[src/easc_pkg.sv]
// constants shared by the configuration auto-load logic
package easc_pkg;

	localparam int          WORD_W          = 16;
	localparam int          IDX_W           = 6;
	localparam int          REG_W           = 8;
	localparam int          FIELD_W         = 3;
	localparam int          N_FIELDS        = 6;
	localparam int          N_GROUP_EN      = 5;

	// configuration memory word indices
	localparam logic [5:0]  WORD_CTRL       = 6'h10;
	localparam logic [5:0]  WORD_FIRST      = 6'h16;
	localparam logic [5:0]  WORD_LAST       = 6'h28;
	localparam logic [5:0]  WORD_P1_CTRL2   = 6'h16;
	localparam logic [5:0]  WORD_UP_CTRL1   = 6'h19;
	localparam logic [5:0]  WORD_UP_CTRL2   = 6'h1A;
	localparam logic [5:0]  WORD_P0_VLAN    = 6'h1B;
	localparam logic [5:0]  WORD_P1_VLAN    = 6'h1C;
	localparam logic [5:0]  WORD_UP_VLAN    = 6'h1E;
	localparam logic [5:0]  WORD_VLAN_PRI   = 6'h1F;
	localparam logic [5:0]  WORD_GROUP_LO   = 6'h20;
	localparam logic [5:0]  WORD_GROUP_HI   = 6'h27;
	localparam logic [5:0]  WORD_TOS0       = 6'h28;

	// image slots cover WORD_FIRST .. WORD_LAST
	localparam int          N_SLOTS         = 19;
	localparam int          SLOT_W          = 5;

	// enable fields of the control word, field k is bits 2k+1:2k
	localparam logic [1:0]  ENABLE_CODE     = 2'h1;
	localparam logic [2:0]  FIELD_PORTCTL   = 3'h1;
	localparam logic [2:0]  FIELD_VLANTAG   = 3'h2;
	localparam logic [2:0]  FIELD_VLANPRI   = 3'h3;
	localparam logic [2:0]  FIELD_GROUP     = 3'h4;
	localparam logic [2:0]  FIELD_TOS       = 3'h5;

	// port selects for per-port targets
	localparam logic [1:0]  PORT_0          = 2'h0;
	localparam logic [1:0]  PORT_1          = 2'h1;
	localparam logic [1:0]  PORT_CPU        = 2'h3;

	// target register addresses
	localparam logic [7:0]  REG_PORT_CTRL   = 8'h61;
	localparam logic [7:0]  REG_PORT_IOCTL  = 8'h66;
	localparam logic [7:0]  REG_PORT_BW     = 8'h67;
	localparam logic [7:0]  REG_PORT_BW_HI  = 8'h6D;
	localparam logic [7:0]  REG_VLAN_TAG_LO = 8'h6E;
	localparam logic [7:0]  REG_VLAN_TAG_HI = 8'h6F;
	localparam logic [7:0]  REG_VLAN_PRI_LO = 8'hD0;
	localparam logic [7:0]  REG_VLAN_PRI_HI = 8'hD1;
	localparam logic [7:0]  REG_GROUP_BASE  = 8'hB0;
	localparam logic [7:0]  REG_TOS0_LO     = 8'hC0;
	localparam logic [7:0]  REG_TOS0_HI     = 8'hC1;

	localparam logic [15:0] CTRL_RESET      = 16'h0000;

	typedef enum logic [2:0] {
		EASC_IDLE  = 3'h0,
		EASC_CTRL  = 3'h1,
		EASC_SCAN  = 3'h3,
		EASC_READ  = 3'h2,
		EASC_WRITE = 3'h6,
		EASC_DONE  = 3'h7
	} easc_state_t;

	typedef enum logic [1:0] {
		EASC_W_IDLE = 2'h0,
		EASC_W_LO   = 2'h1,
		EASC_W_HI   = 2'h3
	} easc_wstate_t;

endpackage

[src/easc_word_map.sv]
// lookup from configuration word index to its gating field and target registers
`timescale 1ns/1ns
`default_nettype none

module easc_word_map
	import easc_pkg::*;
(
	input  wire logic [5:0] i_word,
	output logic            o_hit,
	output logic [2:0]      o_field,
	output logic            o_per_port,
	output logic [1:0]      o_port,
	output logic [7:0]      o_lo_addr,
	output logic [7:0]      o_hi_addr
);

	logic [5:0] group_off;
	logic [2:0] group_n;

	assign group_off = i_word - WORD_GROUP_LO;
	assign group_n   = group_off[2:0];

	// reserved words fall to the default and are never hit
	always_comb begin
		o_hit      = 1'b1;
		o_field    = FIELD_PORTCTL;
		o_per_port = 1'b1;
		o_port     = PORT_0;
		o_lo_addr  = REG_PORT_CTRL;
		o_hi_addr  = REG_PORT_IOCTL;
		case (i_word)
			WORD_P1_CTRL2: begin
				o_port    = PORT_1;
				o_lo_addr = REG_PORT_BW;
				o_hi_addr = REG_PORT_BW_HI;
			end
			WORD_UP_CTRL1: begin
				o_port = PORT_CPU;
			end
			WORD_UP_CTRL2: begin
				o_port    = PORT_CPU;
				o_lo_addr = REG_PORT_BW;
				o_hi_addr = REG_PORT_BW_HI;
			end
			WORD_P0_VLAN, WORD_P1_VLAN, WORD_UP_VLAN: begin
				o_field   = FIELD_VLANTAG;
				o_lo_addr = REG_VLAN_TAG_LO;
				o_hi_addr = REG_VLAN_TAG_HI;
				if (i_word == WORD_P0_VLAN) begin
					o_port = PORT_0;
				end else if (i_word == WORD_P1_VLAN) begin
					o_port = PORT_1;
				end else begin
					o_port = PORT_CPU;
				end
			end
			WORD_VLAN_PRI: begin
				o_field    = FIELD_VLANPRI;
				o_per_port = 1'b0;
				o_lo_addr  = REG_VLAN_PRI_LO;
				o_hi_addr  = REG_VLAN_PRI_HI;
			end
			WORD_TOS0: begin
				o_field    = FIELD_TOS;
				o_per_port = 1'b0;
				o_lo_addr  = REG_TOS0_LO;
				o_hi_addr  = REG_TOS0_HI;
			end
			default: begin
				if (i_word >= WORD_GROUP_LO && i_word <= WORD_GROUP_HI) begin
					o_field    = FIELD_GROUP;
					o_per_port = 1'b0;
					o_lo_addr  = REG_GROUP_BASE | {4'h0, group_n, 1'b0};
					o_hi_addr  = REG_GROUP_BASE | {4'h0, group_n, 1'b1};
				end else begin
					o_hit = 1'b0;
				end
			end
		endcase
	end

endmodule
`default_nettype wire

[src/easc_byte_writer.sv]
// splits one accepted word into two byte writes, low byte first
`timescale 1ns/1ns
`default_nettype none

module easc_byte_writer
	import easc_pkg::*;
(
	input  wire logic        i_clock,
	input  wire logic        i_rst,
	input  wire logic        i_ce,
	input  wire logic        i_start,
	input  wire logic [15:0] i_word,
	input  wire logic        i_per_port,
	input  wire logic [1:0]  i_port,
	input  wire logic [7:0]  i_lo_addr,
	input  wire logic [7:0]  i_hi_addr,
	input  wire logic        i_wr_ready,
	output logic             o_wr_en,
	output logic             o_wr_per_port,
	output logic [1:0]       o_wr_port,
	output logic [7:0]       o_wr_addr,
	output logic [7:0]       o_wr_data,
	output logic             o_done
);

	easc_wstate_t state_reg;
	easc_wstate_t state_next;
	logic [7:0]   addr_reg;
	logic [7:0]   addr_next;
	logic [7:0]   data_reg;
	logic [7:0]   data_next;
	logic [7:0]   hi_addr_reg;
	logic [7:0]   hi_addr_next;
	logic [7:0]   hi_data_reg;
	logic [7:0]   hi_data_next;
	logic         per_port_reg;
	logic         per_port_next;
	logic [1:0]   port_reg;
	logic [1:0]   port_next;

	always_comb begin
		state_next    = state_reg;
		addr_next     = addr_reg;
		data_next     = data_reg;
		hi_addr_next  = hi_addr_reg;
		hi_data_next  = hi_data_reg;
		per_port_next = per_port_reg;
		port_next     = port_reg;
		case (state_reg)
			EASC_W_IDLE: begin
				if (i_start) begin
					addr_next     = i_lo_addr;
					data_next     = i_word[7:0];
					hi_addr_next  = i_hi_addr;
					hi_data_next  = i_word[15:8];
					per_port_next = i_per_port;
					port_next     = i_port;
					state_next    = EASC_W_LO;
				end
			end
			EASC_W_LO: begin
				if (i_wr_ready) begin
					addr_next  = hi_addr_reg;
					data_next  = hi_data_reg;
					state_next = EASC_W_HI;
				end
			end
			EASC_W_HI: begin
				if (i_wr_ready) begin
					state_next = EASC_W_IDLE;
				end
			end
			default: begin
				state_next = EASC_W_IDLE;
			end
		endcase
	end

	always_ff @(posedge i_clock or posedge i_rst) begin
		if (i_rst) begin
			state_reg    <= EASC_W_IDLE;
			addr_reg     <= 8'h00;
			data_reg     <= 8'h00;
			hi_addr_reg  <= 8'h00;
			hi_data_reg  <= 8'h00;
			per_port_reg <= 1'b0;
			port_reg     <= PORT_0;
		end else if (i_ce) begin
			state_reg    <= state_next;
			addr_reg     <= addr_next;
			data_reg     <= data_next;
			hi_addr_reg  <= hi_addr_next;
			hi_data_reg  <= hi_data_next;
			per_port_reg <= per_port_next;
			port_reg     <= port_next;
		end
	end

	assign o_wr_en       = (state_reg != EASC_W_IDLE);
	assign o_wr_per_port = per_port_reg;
	assign o_wr_port     = port_reg;
	assign o_wr_addr     = addr_reg;
	assign o_wr_data     = data_reg;
	assign o_done        = (state_reg == EASC_W_HI) && i_wr_ready && i_ce;

endmodule
`default_nettype wire

[src/easc_loader.sv]
// power-on auto-load of switch configuration words from the configuration memory
`timescale 1ns/1ns
`default_nettype none

module easc_loader
	import easc_pkg::*;
(
	input  wire logic        i_clock,
	input  wire logic        i_rst,
	input  wire logic        i_ce,
	// word read port toward the configuration memory access logic
	output logic             o_rd_req,
	output logic [5:0]       o_rd_addr,
	input  wire logic        i_rd_valid,
	input  wire logic [15:0] i_rd_data,
	// byte write port toward the switch register file
	output logic             o_wr_en,
	output logic             o_wr_per_port,
	output logic [1:0]       o_wr_port,
	output logic [7:0]       o_wr_addr,
	output logic [7:0]       o_wr_data,
	input  wire logic        i_wr_ready,
	// status
	output logic             o_busy,
	output logic             o_done,
	output logic [15:0]      o_ctrl_word,
	output logic [4:0]       o_group_en,
	output logic [4:0]       o_field_bad,
	output logic [4:0]       o_words_loaded,
	// readback of the loaded image
	input  wire logic [5:0]  i_peek_word,
	output logic [15:0]      o_peek_data,
	output logic             o_peek_valid
);

	// sequencer state, word cursor and read address
	easc_state_t       state_reg;
	easc_state_t       state_next;
	logic [5:0]        idx_reg;
	logic [5:0]        idx_next;
	logic [5:0]        rd_addr_reg;
	logic [5:0]        rd_addr_next;

	// captured control word and its decoded fields
	logic [15:0]       ctrl_reg;
	logic [15:0]       ctrl_next;
	logic [4:0]        group_en_reg;
	logic [4:0]        group_en_next;
	logic [4:0]        field_bad_reg;
	logic [4:0]        field_bad_next;

	// progress: words fully written and image slots filled
	logic [4:0]        count_reg;
	logic [4:0]        count_next;
	logic [N_SLOTS-1:0] loaded_reg;
	logic [N_SLOTS-1:0] loaded_next;

	// registered readback
	logic [15:0]       peek_data_reg;
	logic [15:0]       peek_data_next;
	logic              peek_valid_reg;
	logic              peek_valid_next;

	// image of every word that was accepted, kept for readback
	logic [15:0]       image_mem [N_SLOTS];
	logic              image_we;
	logic [SLOT_W-1:0] image_slot;
	logic [5:0]        image_off;

	// word map answers for the word under the cursor
	logic              map_hit;
	logic [2:0]        map_field;
	logic              map_per_port;
	logic [1:0]        map_port;
	logic [7:0]        map_lo_addr;
	logic [7:0]        map_hi_addr;

	logic [N_FIELDS-1:0] field_en_rd;
	logic [N_FIELDS-1:0] field_bad_rd;
	logic [N_FIELDS-1:0] field_en_all;
	logic              word_wanted;
	logic              wr_start;
	logic              wr_done;

	logic [5:0]        peek_off;
	logic [SLOT_W-1:0] peek_slot;
	logic              peek_in_range;

	// the map follows the cursor, so it is settled a cycle before the read
	easc_word_map u_word_map (
		.i_word     (idx_reg),
		.o_hit      (map_hit),
		.o_field    (map_field),
		.o_per_port (map_per_port),
		.o_port     (map_port),
		.o_lo_addr  (map_lo_addr),
		.o_hi_addr  (map_hi_addr)
	);

	// decode each enable field of the control word as it arrives
	genvar gf;
	generate
		for (gf = 0; gf < N_FIELDS; gf++) begin : g_field
			assign field_en_rd[gf]  = (i_rd_data[2*gf+1:2*gf] == ENABLE_CODE);
			// 00 is the common "off" value, anything else but 01 is flagged
			assign field_bad_rd[gf] = (i_rd_data[2*gf+1:2*gf] != ENABLE_CODE)
				&& (i_rd_data[2*gf+1:2*gf] != 2'h0);
		end
	endgenerate

	// field 0 gates words outside this loader, so it is held at zero here
	assign field_en_all = {group_en_reg, 1'b0};

	// a word is read only when it maps somewhere and its field says 01
	assign word_wanted = map_hit && field_en_all[map_field];

	// a read answer in READ hands the word to the byte writer
	assign wr_start = (state_reg == EASC_READ) && i_rd_valid;

	// slot of the word under the cursor in the image
	assign image_off  = idx_reg - WORD_FIRST;
	assign image_slot = image_off[SLOT_W-1:0];
	assign image_we   = wr_start && i_ce;

	// next-state logic of the load sequence
	always_comb begin
		state_next     = state_reg;
		idx_next       = idx_reg;
		rd_addr_next   = rd_addr_reg;
		ctrl_next      = ctrl_reg;
		group_en_next  = group_en_reg;
		field_bad_next = field_bad_reg;
		count_next     = count_reg;
		loaded_next    = loaded_reg;
		case (state_reg)
			EASC_IDLE: begin
				rd_addr_next = WORD_CTRL;
				state_next   = EASC_CTRL;
			end

			EASC_CTRL: begin
				// fields decode from the live data, so they land with the capture
				if (i_rd_valid) begin
					ctrl_next      = i_rd_data;
					group_en_next  = field_en_rd[N_FIELDS-1:1];
					field_bad_next = field_bad_rd[N_FIELDS-1:1];
					idx_next       = WORD_FIRST;
					state_next     = EASC_SCAN;
				end
			end

			EASC_SCAN: begin
				// one cycle per word, reserved and disabled ones are stepped over
				if (word_wanted) begin
					rd_addr_next = idx_reg;
					state_next   = EASC_READ;
				end else if (idx_reg == WORD_LAST) begin
					state_next = EASC_DONE;
				end else begin
					idx_next = idx_reg + 6'h01;
				end
			end

			EASC_READ: begin
				// the byte writer latches the word on this same edge
				if (i_rd_valid) begin
					loaded_next[image_slot] = 1'b1;
					state_next              = EASC_WRITE;
				end
			end

			EASC_WRITE: begin
				// the cursor moves only once both bytes are taken
				if (wr_done) begin
					count_next = count_reg + 5'h01;
					if (idx_reg == WORD_LAST) begin
						state_next = EASC_DONE;
					end else begin
						idx_next   = idx_reg + 6'h01;
						state_next = EASC_SCAN;
					end
				end
			end

			EASC_DONE: begin
				// stays here until the next reset so the load never repeats
				state_next = EASC_DONE;
			end

			default: begin
				state_next = EASC_IDLE;
			end
		endcase
	end

	// one register bank, frozen as a whole while the clock enable is low
	always_ff @(posedge i_clock or posedge i_rst) begin
		if (i_rst) begin
			state_reg     <= EASC_IDLE;
			idx_reg       <= WORD_FIRST;
			rd_addr_reg   <= WORD_CTRL;
			ctrl_reg      <= CTRL_RESET;
			group_en_reg  <= 5'h00;
			field_bad_reg <= 5'h00;
			count_reg     <= 5'h00;
			loaded_reg    <= '0;
		end else if (i_ce) begin
			state_reg     <= state_next;
			idx_reg       <= idx_next;
			rd_addr_reg   <= rd_addr_next;
			ctrl_reg      <= ctrl_next;
			group_en_reg  <= group_en_next;
			field_bad_reg <= field_bad_next;
			count_reg     <= count_next;
			loaded_reg    <= loaded_next;
		end
	end

	// image storage has no reset; the loaded flags qualify every readback
	always_ff @(posedge i_clock) begin
		if (image_we) begin
			image_mem[image_slot] <= i_rd_data;
		end
	end

	// the writer holds each byte until it is taken, which stalls the whole load
	easc_byte_writer u_byte_writer (
		.i_clock       (i_clock),
		.i_rst         (i_rst),
		.i_ce          (i_ce),
		.i_start       (wr_start),
		.i_word        (i_rd_data),
		.i_per_port    (map_per_port),
		.i_port        (map_port),
		.i_lo_addr     (map_lo_addr),
		.i_hi_addr     (map_hi_addr),
		.i_wr_ready    (i_wr_ready),
		.o_wr_en       (o_wr_en),
		.o_wr_per_port (o_wr_per_port),
		.o_wr_port     (o_wr_port),
		.o_wr_addr     (o_wr_addr),
		.o_wr_data     (o_wr_data),
		.o_done        (wr_done)
	);

	// words outside the image always read back as not loaded
	assign peek_off      = i_peek_word - WORD_FIRST;
	assign peek_slot     = peek_off[SLOT_W-1:0];
	assign peek_in_range = (i_peek_word >= WORD_FIRST) && (i_peek_word <= WORD_LAST);

	always_comb begin
		peek_data_next  = 16'h0000;
		peek_valid_next = 1'b0;
		if (peek_in_range && loaded_reg[peek_slot]) begin
			peek_data_next  = image_mem[peek_slot];
			peek_valid_next = 1'b1;
		end
	end

	always_ff @(posedge i_clock or posedge i_rst) begin
		if (i_rst) begin
			peek_data_reg  <= 16'h0000;
			peek_valid_reg <= 1'b0;
		end else if (i_ce) begin
			peek_data_reg  <= peek_data_next;
			peek_valid_reg <= peek_valid_next;
		end
	end

	// request is a level held until the word comes back
	assign o_rd_req       = (state_reg == EASC_CTRL) || (state_reg == EASC_READ);
	assign o_rd_addr      = rd_addr_reg;

	// status comes straight from the registers
	assign o_busy         = (state_reg != EASC_DONE);
	assign o_done         = (state_reg == EASC_DONE);
	assign o_ctrl_word    = ctrl_reg;
	assign o_group_en     = group_en_reg;
	assign o_field_bad    = field_bad_reg;
	assign o_words_loaded = count_reg;
	assign o_peek_data    = peek_data_reg;
	assign o_peek_valid   = peek_valid_reg;

endmodule
`default_nettype wire

[config.mk]
export PLATFORM = sky130hd
export DESIGN_NAME = easc_loader
export DESIGN_NICKNAME = d
export VERILOG_FILES = /design/src/easc_pkg.sv /design/src/easc_word_map.sv /design/src/easc_byte_writer.sv /design/src/easc_loader.sv
export SDC_FILE = /design/constraint.sdc
export NUM_CORES = 1
export LEC_CHECK = 0
export ABC_AREA = 1
export BUFFER_PORTS_ARGS = -buffer_cell sky130_fd_sc_hd__buf_2
export CORE_MARGIN = 2
export CORE_UTILIZATION = 50
export DETAILED_ROUTE_END_ITERATION = 12
export GPL_TIMING_DRIVEN = 0
export PLACE_DENSITY = 0.71
export SETUP_SLACK_MARGIN = 0.4
export SLEW_MARGIN = 30
export SYNTH_ARGS = -nofsm -noshare
export SYNTH_HDL_FRONTEND = slang
export SYNTH_SLANG_ARGS = --single-unit
export TNS_END_PERCENT = 10
[constraint.sdc]
create_clock -name i_clock -period 9.25 [get_ports i_clock]
set_input_delay 0.4625 -clock i_clock [delete_from_list [all_inputs] [get_ports i_clock]]
set_output_delay 0.4625 -clock i_clock [all_outputs]
set_load 0.005 [all_outputs]
==> impl_metrics.csv, run 1 <==
group,metric,value,unit
outcome,status,"finished clean",
synth,synth-seq-area-share,69.2,%
final_layout,final_nets,1733,
power_and_ir_drop,power.combinational.fraction,19.0,%
worst_setup_path,reg2reg_start,"idx_reg[1]$_DFFE_PP1P_",
die,placeable_core_region,34500,µm²
sta,layout_min_cycle_time,3.64,ns
sta,total_negative_setup_slacks,0,ns
detailed_routing,drt_pre_antenna_iters,6,
synth,ys_async_rst_share,28.1,%
final_layout,nFillCells,2847,
worst_setup_path,path_max_fanout,10,
clock_network,tritoncts,"done",
final_layout,mostFrequentLayoutCell,"sky130_fd_sc_hd__nand2_1",
clock_network,clk_latency,0.54,ns
final_layout,most-common-layout-cells,"sky130_fd_sc_hd__nand2_1 (384), sky130_fd_sc_hd__edfxtp_1 (304), sky130_fd_sc_hd__buf_2 (126), sky130_fd_sc_hd__dfrtp_1 (115), sky130_fd_sc_hd__o21ai_0 (111)",
clock_network,cts_buffers,42,
synth,syn_inst,1538,
clock_network,ctsHtreeMaxLevel,2,
worst_setup_path,r2r_end,"image_mem[9][8]$_DFFE_PP_",
synth,yosys.area.top_type,"sky130_fd_sc_hd__edfxtp_1",
detailed_routing,first_iter_violations,1431,
hold_path,hold-path-endpoint,"u_byte_writer.state_reg[1]$_DFFE_PP0P_",
die,chipWidth,191,µm
worst_setup_path,critPathCaptureType,"flop",
synth,ys_dominant_reg_cell,"sky130_fd_sc_hd__edfxtp_1",
sta,setup_viol,0,
job,max-cap-violations,0,
die,fp.dieH,191,µm
sta,slew_headroom,39.3,%
sta,finClkSkew,0.0118,ns
synth,ff_latch_count_synth,423,
power_and_ir_drop,switching_part_of_the_total_power,29.7,%
placed_design,gp_congestion,0.899,
grt,grt_first_pass_wirelength,73.8,mm
synth,syn_nets,1575,
sta,max_slew.worst_pin.slew,0.910,ns
final_layout,flip_flop_count_of_the_largest_register_all_copies_and_words_added,304,
power_and_ir_drop,power_leakage,0.00801,µW
sta,report.final.hold_viol_count,0,
synth,synth_top_cells_by_area,"sky130_fd_sc_hd__edfxtp_1 (52%), sky130_fd_sc_hd__dfrtp_1 (16%), sky130_fd_sc_hd__nand2_1 (8.2%)",
power_and_ir_drop,power_density,239,nW/µm²
synth,yosys_warnings,0,
placed_design,pre_cts_ws,5.17,ns
worst_setup_path,worst-r2r-cell-count,6,
hold_path,min-delay-path-class,"input port to flop",
die,die_area,36500,µm²
power_and_ir_drop,pwr-share-clk,32.9,%
hold_path,hold_start,"i_wr_ready",
power_and_ir_drop,sequentialPowerShare,48.1,%
detailed_routing,ant_nets,0,
final_layout,synthToLayoutAreaGrowth,14.7,%
placed_design,hpwl,32.2,mm
die,placementRows,68,
worst_setup_path,critPathRequiredTime,9.68,ns
final_layout,multi_input_area,4850,µm²
detailed_routing,routedWlPerCell,22.3,µm
sta,maxSlewViolCount,0,
grt,overall_overflow_remaining_after_global_route,0,
hold_path,holdPathStages,4,
clock_network,ctsLongestPathBuffers,3,
clock_network,cts_num_sinks,423,
die,floorplan.initialDensity,50.8,%
detailed_routing,route.detailed.drc,0,
final_layout,finish.utilization,58.2,%
worst_setup_path,worst-r2r-setup-slack,6.41,ns
sta,final_period_util,39.4,%
final_layout,drive_gt1_share,16.0,%
worst_setup_path,timing_worst_setup_path_type,"input port to flop",
power_and_ir_drop,internal_power,3370,µW
final_layout,antenna-diode-count,0,
grt,first_global_vias,12400,
worst_setup_path,setup.worst_path.start_class,"input port",
synth,syn-cell-area,17500,µm²
worst_setup_path,arr_time_crit_path,4.08,ns
detailed_routing,via_count,12700,
grt,maximum_number_of_pins_on_one_net_before_global_route_repair,66,
clock_network,clkSlewWorstSetupHoldPaths,0.06,ns
placed_design,place.port_buffers,102,
synth,post_synth_num_cell_types,47,
synth,synth_top_area_share,52.2,%
sta,finalWorstSetupSlack,5.61,ns
detailed_routing,drt-vias-per-instance,5.82,
detailed_routing,total_length_of_routed_wires,48.7,mm
die,ioPinCount,104,
power_and_ir_drop,power.switching,1420,µW
sta,clock.fmax,0.274,GHz
clock_network,cts-root-buf,"sky130_fd_sc_hd__clkbuf_16",
grt,antenna_found_initial,0,
final_layout,register_area,12100,µm²
sta,grt_setup_unrepaired,"false",
power_and_ir_drop,vdd_ir_drop_max,0.000144,V
synth,number_of_flops_mapped_to_enable_cells_by_yosys,304,
synth,syn_area_per_cell,11.4,µm²
grt,globalRouteTotalUtil,27.3,%
-- timing repair --
| item | CTS | global route |
|---|---|---|
| resized for setup | 0 | 0 |
| setup endpoints to repair | 0 | 0 |
| setup buffers | 0 | 0 |
| endpoints found under the hold margin | 51 | 0 |
| hold buffers | 1 | 0 |
-- metrics by stage --
step	hold slack, ns	area, µm²	std cells	power (µW)
global route	0.389	20100	2182	4990
floorplan	0.424	17500	1538	2880
global placement	0.437	18600	2095	3200
detailed placement	0.446	18800	2106	3240
finish	0.339	20100	2182	4790
CTS	0.324	20100	2182	4800
-- power by group through the flow --
stage / logic [µW] / clock network [µW] / registers [µW]
floorplan: 561 / 0 / 2320
global route: 1010 / 1660 / 2320
global placement: 859 / 0 / 2340
CTS: 906 / 1590 / 2300
finish: 910 / 1570 / 2310
detailed placement: 900 / 0 / 2340
-- critical path, stage by stage --
cell and delay, ns:
sky130_fd_sc_hd__buf_2 0.18, sky130_fd_sc_hd__inv_2 0.13, sky130_fd_sc_hd__buf_2 0.30, sky130_fd_sc_hd__buf_2 0.33, sky130_fd_sc_hd__buf_2 0.33, sky130_fd_sc_hd__ha_1 0.19
sky130_fd_sc_hd__buf_4 0.17, sky130_fd_sc_hd__clkinv_1 0.27, sky130_fd_sc_hd__nor2_1 0.73, sky130_fd_sc_hd__buf_2 0.36, sky130_fd_sc_hd__nand2_1 0.11, sky130_fd_sc_hd__nand4_1 0.13
sky130_fd_sc_hd__o21ai_0 0.19, sky130_fd_sc_hd__nand3_1 0.13, sky130_fd_sc_hd__nand2_1 0.05
-- how the worst max path moves through the flow --
stage / startpoint / to / slack [ns] / depth (start not counted)
after global placement: i_rst / u_byte_writer.o_wr_data[3]$_DFFE_PP0P_ / 4.23 / 2
after CTS: i_peek_word[1] / o_peek_data[9]$_DFFE_PP0P_ / 5.73 / 15
after detailed placement: i_peek_word[1] / o_peek_data[9]$_DFFE_PP0P_ / 5.17 / 15
final: i_peek_word[1] / o_peek_data[9]$_DFFE_PP0P_ / 5.61 / 15
after floorplan: i_rst / idx_reg[0]$_DFFE_PP0P_ / 5.64 / 1
after global routing: i_peek_word[1] / o_peek_data[8]$_DFFE_PP0P_ / 5.50 / 15
-- synthesized netlist by cell type, types with 9 or more instances --
library cell and number:
sky130_fd_sc_hd__nand4_1 17, sky130_fd_sc_hd__a21oi_1 106, sky130_fd_sc_hd__edfxtp_1 304, sky130_fd_sc_hd__o221ai_1 16
sky130_fd_sc_hd__o21ai_0 111, sky130_fd_sc_hd__or2_2 11, sky130_fd_sc_hd__a22oi_1 26, sky130_fd_sc_hd__ha_1 10
sky130_fd_sc_hd__clkbuf_1 39, sky130_fd_sc_hd__buf_1 10, sky130_fd_sc_hd__inv_1 59, sky130_fd_sc_hd__dfrtp_1 115
sky130_fd_sc_hd__a32o_1 16, sky130_fd_sc_hd__buf_2 24, sky130_fd_sc_hd__nand3_1 74, sky130_fd_sc_hd__nand2_2 9
sky130_fd_sc_hd__nand2_1 384, sky130_fd_sc_hd__nor2_1 112
-- area by class of cell --
cell class / instances / share of cell area (%)
buffer: 77 / 1.67
timing repair buffer: 114 / 3.35
inverter: 71 / 1.38
clock inverter: 17 / 0.418
clock buffer: 58 / 5.79
multi-input combinational: 967 / 24.2
tap: 455 / 2.84
sequential: 423 / 60.4
-- cell families (layout without fill, tap and decap cells) --
family,after synthesis,count (layout),synth area share (%)
multiplexers,2,2,0.129
buffers and inverters,148,337,3.45
flip-flops,423,423,69.2
adder cells (fa/ha/maj),10,10,0.715
AO/OA/AOI/OAI,310,310,10.5
AND/OR/NAND/NOR,633,633,15.4
XOR/XNOR,12,12,0.644
-- metal layers --
metal  global-route usage [%]  wire length [µm]  part of all wire [%]
met1                     38.5             20200                    41
met2                     42.4             21900                    45
met3                     4.74              4660                   9.6
met4                     10.5              1950                   4.0
met5                        0                 0                     0
Power figures use the tool's default switching activity.
==> inputs of run 2 (changes only) <==
Clock period 9.25 ns to 3.5 ns, I/O delays scaled along.
==> impl_metrics.csv, run 2 (synthesis results as in run 1) <==
group,metric,value,unit
worst_setup_path,reg2reg_start,"idx_reg[1]$_DFFE_PP1P_",
sta,final_period_util,86.3,%
die,placeable_core_region,34500,µm²
worst_setup_path,critPathRequiredTime,3.92,ns
sta,report.final.hold_viol_count,0,
sta,finClkSkew,0.0190,ns
placed_design,place.port_buffers,102,
die,chipWidth,191,µm
clock_network,cts-root-buf,"sky130_fd_sc_hd__clkbuf_16",
power_and_ir_drop,internal_power,9370,µW
die,ioPinCount,104,
worst_setup_path,arr_time_crit_path,3.44,ns
final_layout,mostFrequentLayoutCell,"sky130_fd_sc_hd__nand2_1",
clock_network,tritoncts,"done",
placed_design,hpwl,32.5,mm
die,floorplan.initialDensity,50.8,%
worst_setup_path,timing_worst_setup_path_type,"input port to flop",
power_and_ir_drop,power_leakage,0.00811,µW
detailed_routing,via_count,12800,
clock_network,clk_latency,0.55,ns
sta,layout_min_cycle_time,3.02,ns
clock_network,cts_buffers,43,
grt,overall_overflow_remaining_after_global_route,0,
grt,grt_first_pass_wirelength,74.9,mm
detailed_routing,drt_pre_antenna_iters,6,
power_and_ir_drop,power.switching,3830,µW
sta,max_slew.worst_pin.slew,0.886,ns
detailed_routing,routedWlPerCell,22.6,µm
final_layout,drive_gt1_share,16.4,%
worst_setup_path,max_stage_delay,0.40,ns
power_and_ir_drop,pwr-share-clk,35.4,%
sta,slew_headroom,40.9,%
final_layout,synthToLayoutAreaGrowth,16.1,%
clock_network,cts_num_sinks,423,
job,max-cap-violations,0,
sta,worst_hold_slack,0.0548,ns
hold_path,hold-path-endpoint,"u_byte_writer.state_reg[0]$_DFFE_PP0P_",
detailed_routing,drt-vias-per-instance,5.82,
power_and_ir_drop,sequentialPowerShare,46.2,%
clock_network,ctsHtreeMaxLevel,2,
worst_setup_path,crit_chain,"buf_2, inv_2, buf_2, buf_2, buf_2, ha_1, buf_4, clkinv_1, nor2_4, buf_2, nand2_1, nand4_1, o21ai_0, nand3_1, nand2_1",
sta,grt_setup_unrepaired,"false",
worst_setup_path,r2r_end,"image_mem[10][7]$_DFFE_PP_",
clock_network,ctsLongestPathBuffers,3,
hold_path,hold_start,"i_wr_ready",
sta,setup_viol,0,
power_and_ir_drop,vdd_ir_drop_max,0.000367,V
sta,clock.fmax,0.331,GHz
die,fp.dieH,191,µm
grt,globalRouteTotalUtil,27.5,%
placed_design,gp_congestion,0.911,
sta,maxSlewViolCount,0,
worst_setup_path,path_max_fanout,10,
power_and_ir_drop,power.combinational.fraction,18.4,%
grt,first_global_vias,12400,
clock_network,clkSlewWorstSetupHoldPaths,0.06,ns
hold_path,holdPathStages,4,
grt,antenna_found_initial,1,
grt,maximum_number_of_pins_on_one_net_before_global_route_repair,31,
die,die_area,36500,µm²
power_and_ir_drop,power_density,650,nW/µm²
detailed_routing,ant_nets,0,
final_layout,final_nets,1737,
final_layout,most-common-layout-cells,"sky130_fd_sc_hd__nand2_1 (384), sky130_fd_sc_hd__edfxtp_1 (304), sky130_fd_sc_hd__buf_2 (126), sky130_fd_sc_hd__dfrtp_1 (115), sky130_fd_sc_hd__o21ai_0 (111)",
placed_design,placed_cell_areas,18900,µm²
detailed_routing,route.detailed.drc,0,
outcome,status,"finished clean",
worst_setup_path,critPathCaptureType,"flop",
final_layout,flip_flop_count_of_the_largest_register_all_copies_and_words_added,304,
final_layout,cell_area_after_layout,20300,µm²
detailed_routing,first_iter_violations,1585,
hold_path,min-delay-path-class,"input port to flop",
worst_setup_path,setup.worst_path.start_class,"input port",
detailed_routing,total_length_of_routed_wires,49.5,mm
worst_setup_path,worst_path_max_delay_cell,"sky130_fd_sc_hd__nor2_4",
worst_setup_path,crit_top_cell,"sky130_fd_sc_hd__buf_2",
worst_setup_path,worst-r2r-setup-slack,0.68,ns
power_and_ir_drop,switching_part_of_the_total_power,29.0,%
worst_setup_path,worst-r2r-cell-count,6,
die,placementRows,68,
run 2: power groups by stage:
stage                     clock [µW]  sequential [µW]  combinational (µW)
final                           4670             6090                2440
after global routing            4890             6130                2690
after CTS                       4710             6090                2420
after detailed placement           0             6180                2400
after global placement             0             6170                2270
after floorplan                    0             6130                1480
run 2: worst max path at each step:
stage                                        to  slack (ns)              startpoint  depth (start not counted)
floorplan            image_mem[10][0]$_DFFE_PP_        1.02  idx_reg[1]$_DFFE_PP1P_                          5
global placement    o_peek_data[11]$_DFFE_PP0P_       -0.20          i_peek_word[1]                         15
detailed placement  o_peek_data[11]$_DFFE_PP0P_       -0.27          i_peek_word[1]                         15
CTS                 o_peek_data[11]$_DFFE_PP0P_        0.48          i_peek_word[1]                         15
global route         o_peek_data[6]$_DFFE_PP0P_        0.40          i_peek_word[1]                         15
finish              o_peek_data[11]$_DFFE_PP0P_        0.48          i_peek_word[1]                         15
run 2: stage by stage:
step	worst slack [ns]	TNS, ns	util (%)	cells	power (µW)
after floorplan	1.02	0	-	1538	7620
after global placement	-0.200	-2.00	53.9	2095	8440
after detailed placement	-0.270	-3.10	54.7	2109	8580
after CTS	0.479	0	58.9	2189	13200
after global routing	0.404	0	58.9	2189	13700
final	0.480	0	58.9	2190	13200
run 2: timing repair:
item,CTS,global route
setup endpoints to repair,15,9
pin swaps,0,0
setup buffers,0,0
hold endpoints to repair,38,0
hold buffers,1,0
resized for setup,1,1
run 2: routing by layer:
| layer | track usage (%) | vias to the layer above | wire length, µm |
|---|---|---|---|
| met5 | 0 | - | 0 |
| li1 | - | 5739 | - |
| met3 | 3.73 | 98 | 4560 |
| met2 | 43.0 | 651 | 22700 |
| met4 | 10.2 | 0 | 1780 |
| met1 | 39.7 | 6265 | 20500 |
run 2: area by class of cell:
cell class	count	area, µm²
tap	455	569
sequential	423	12100
antenna	1	2.50
clock buffer	58	1200
buffer	77	334
timing repair buffer	117	724
multi-input combinational	967	4860
inverter	71	273
clock inverter	21	226
fill	2860	14100
run 2: worst max-delay path, delay by kind of cell:
family                   cells  cell delay, ns
AO/OA/AOI/OAI                1            0.17
adder cells (fa/ha/maj)      1            0.19
buffers and inverters        8            2.03
AND/OR/NAND/NOR              5            0.84
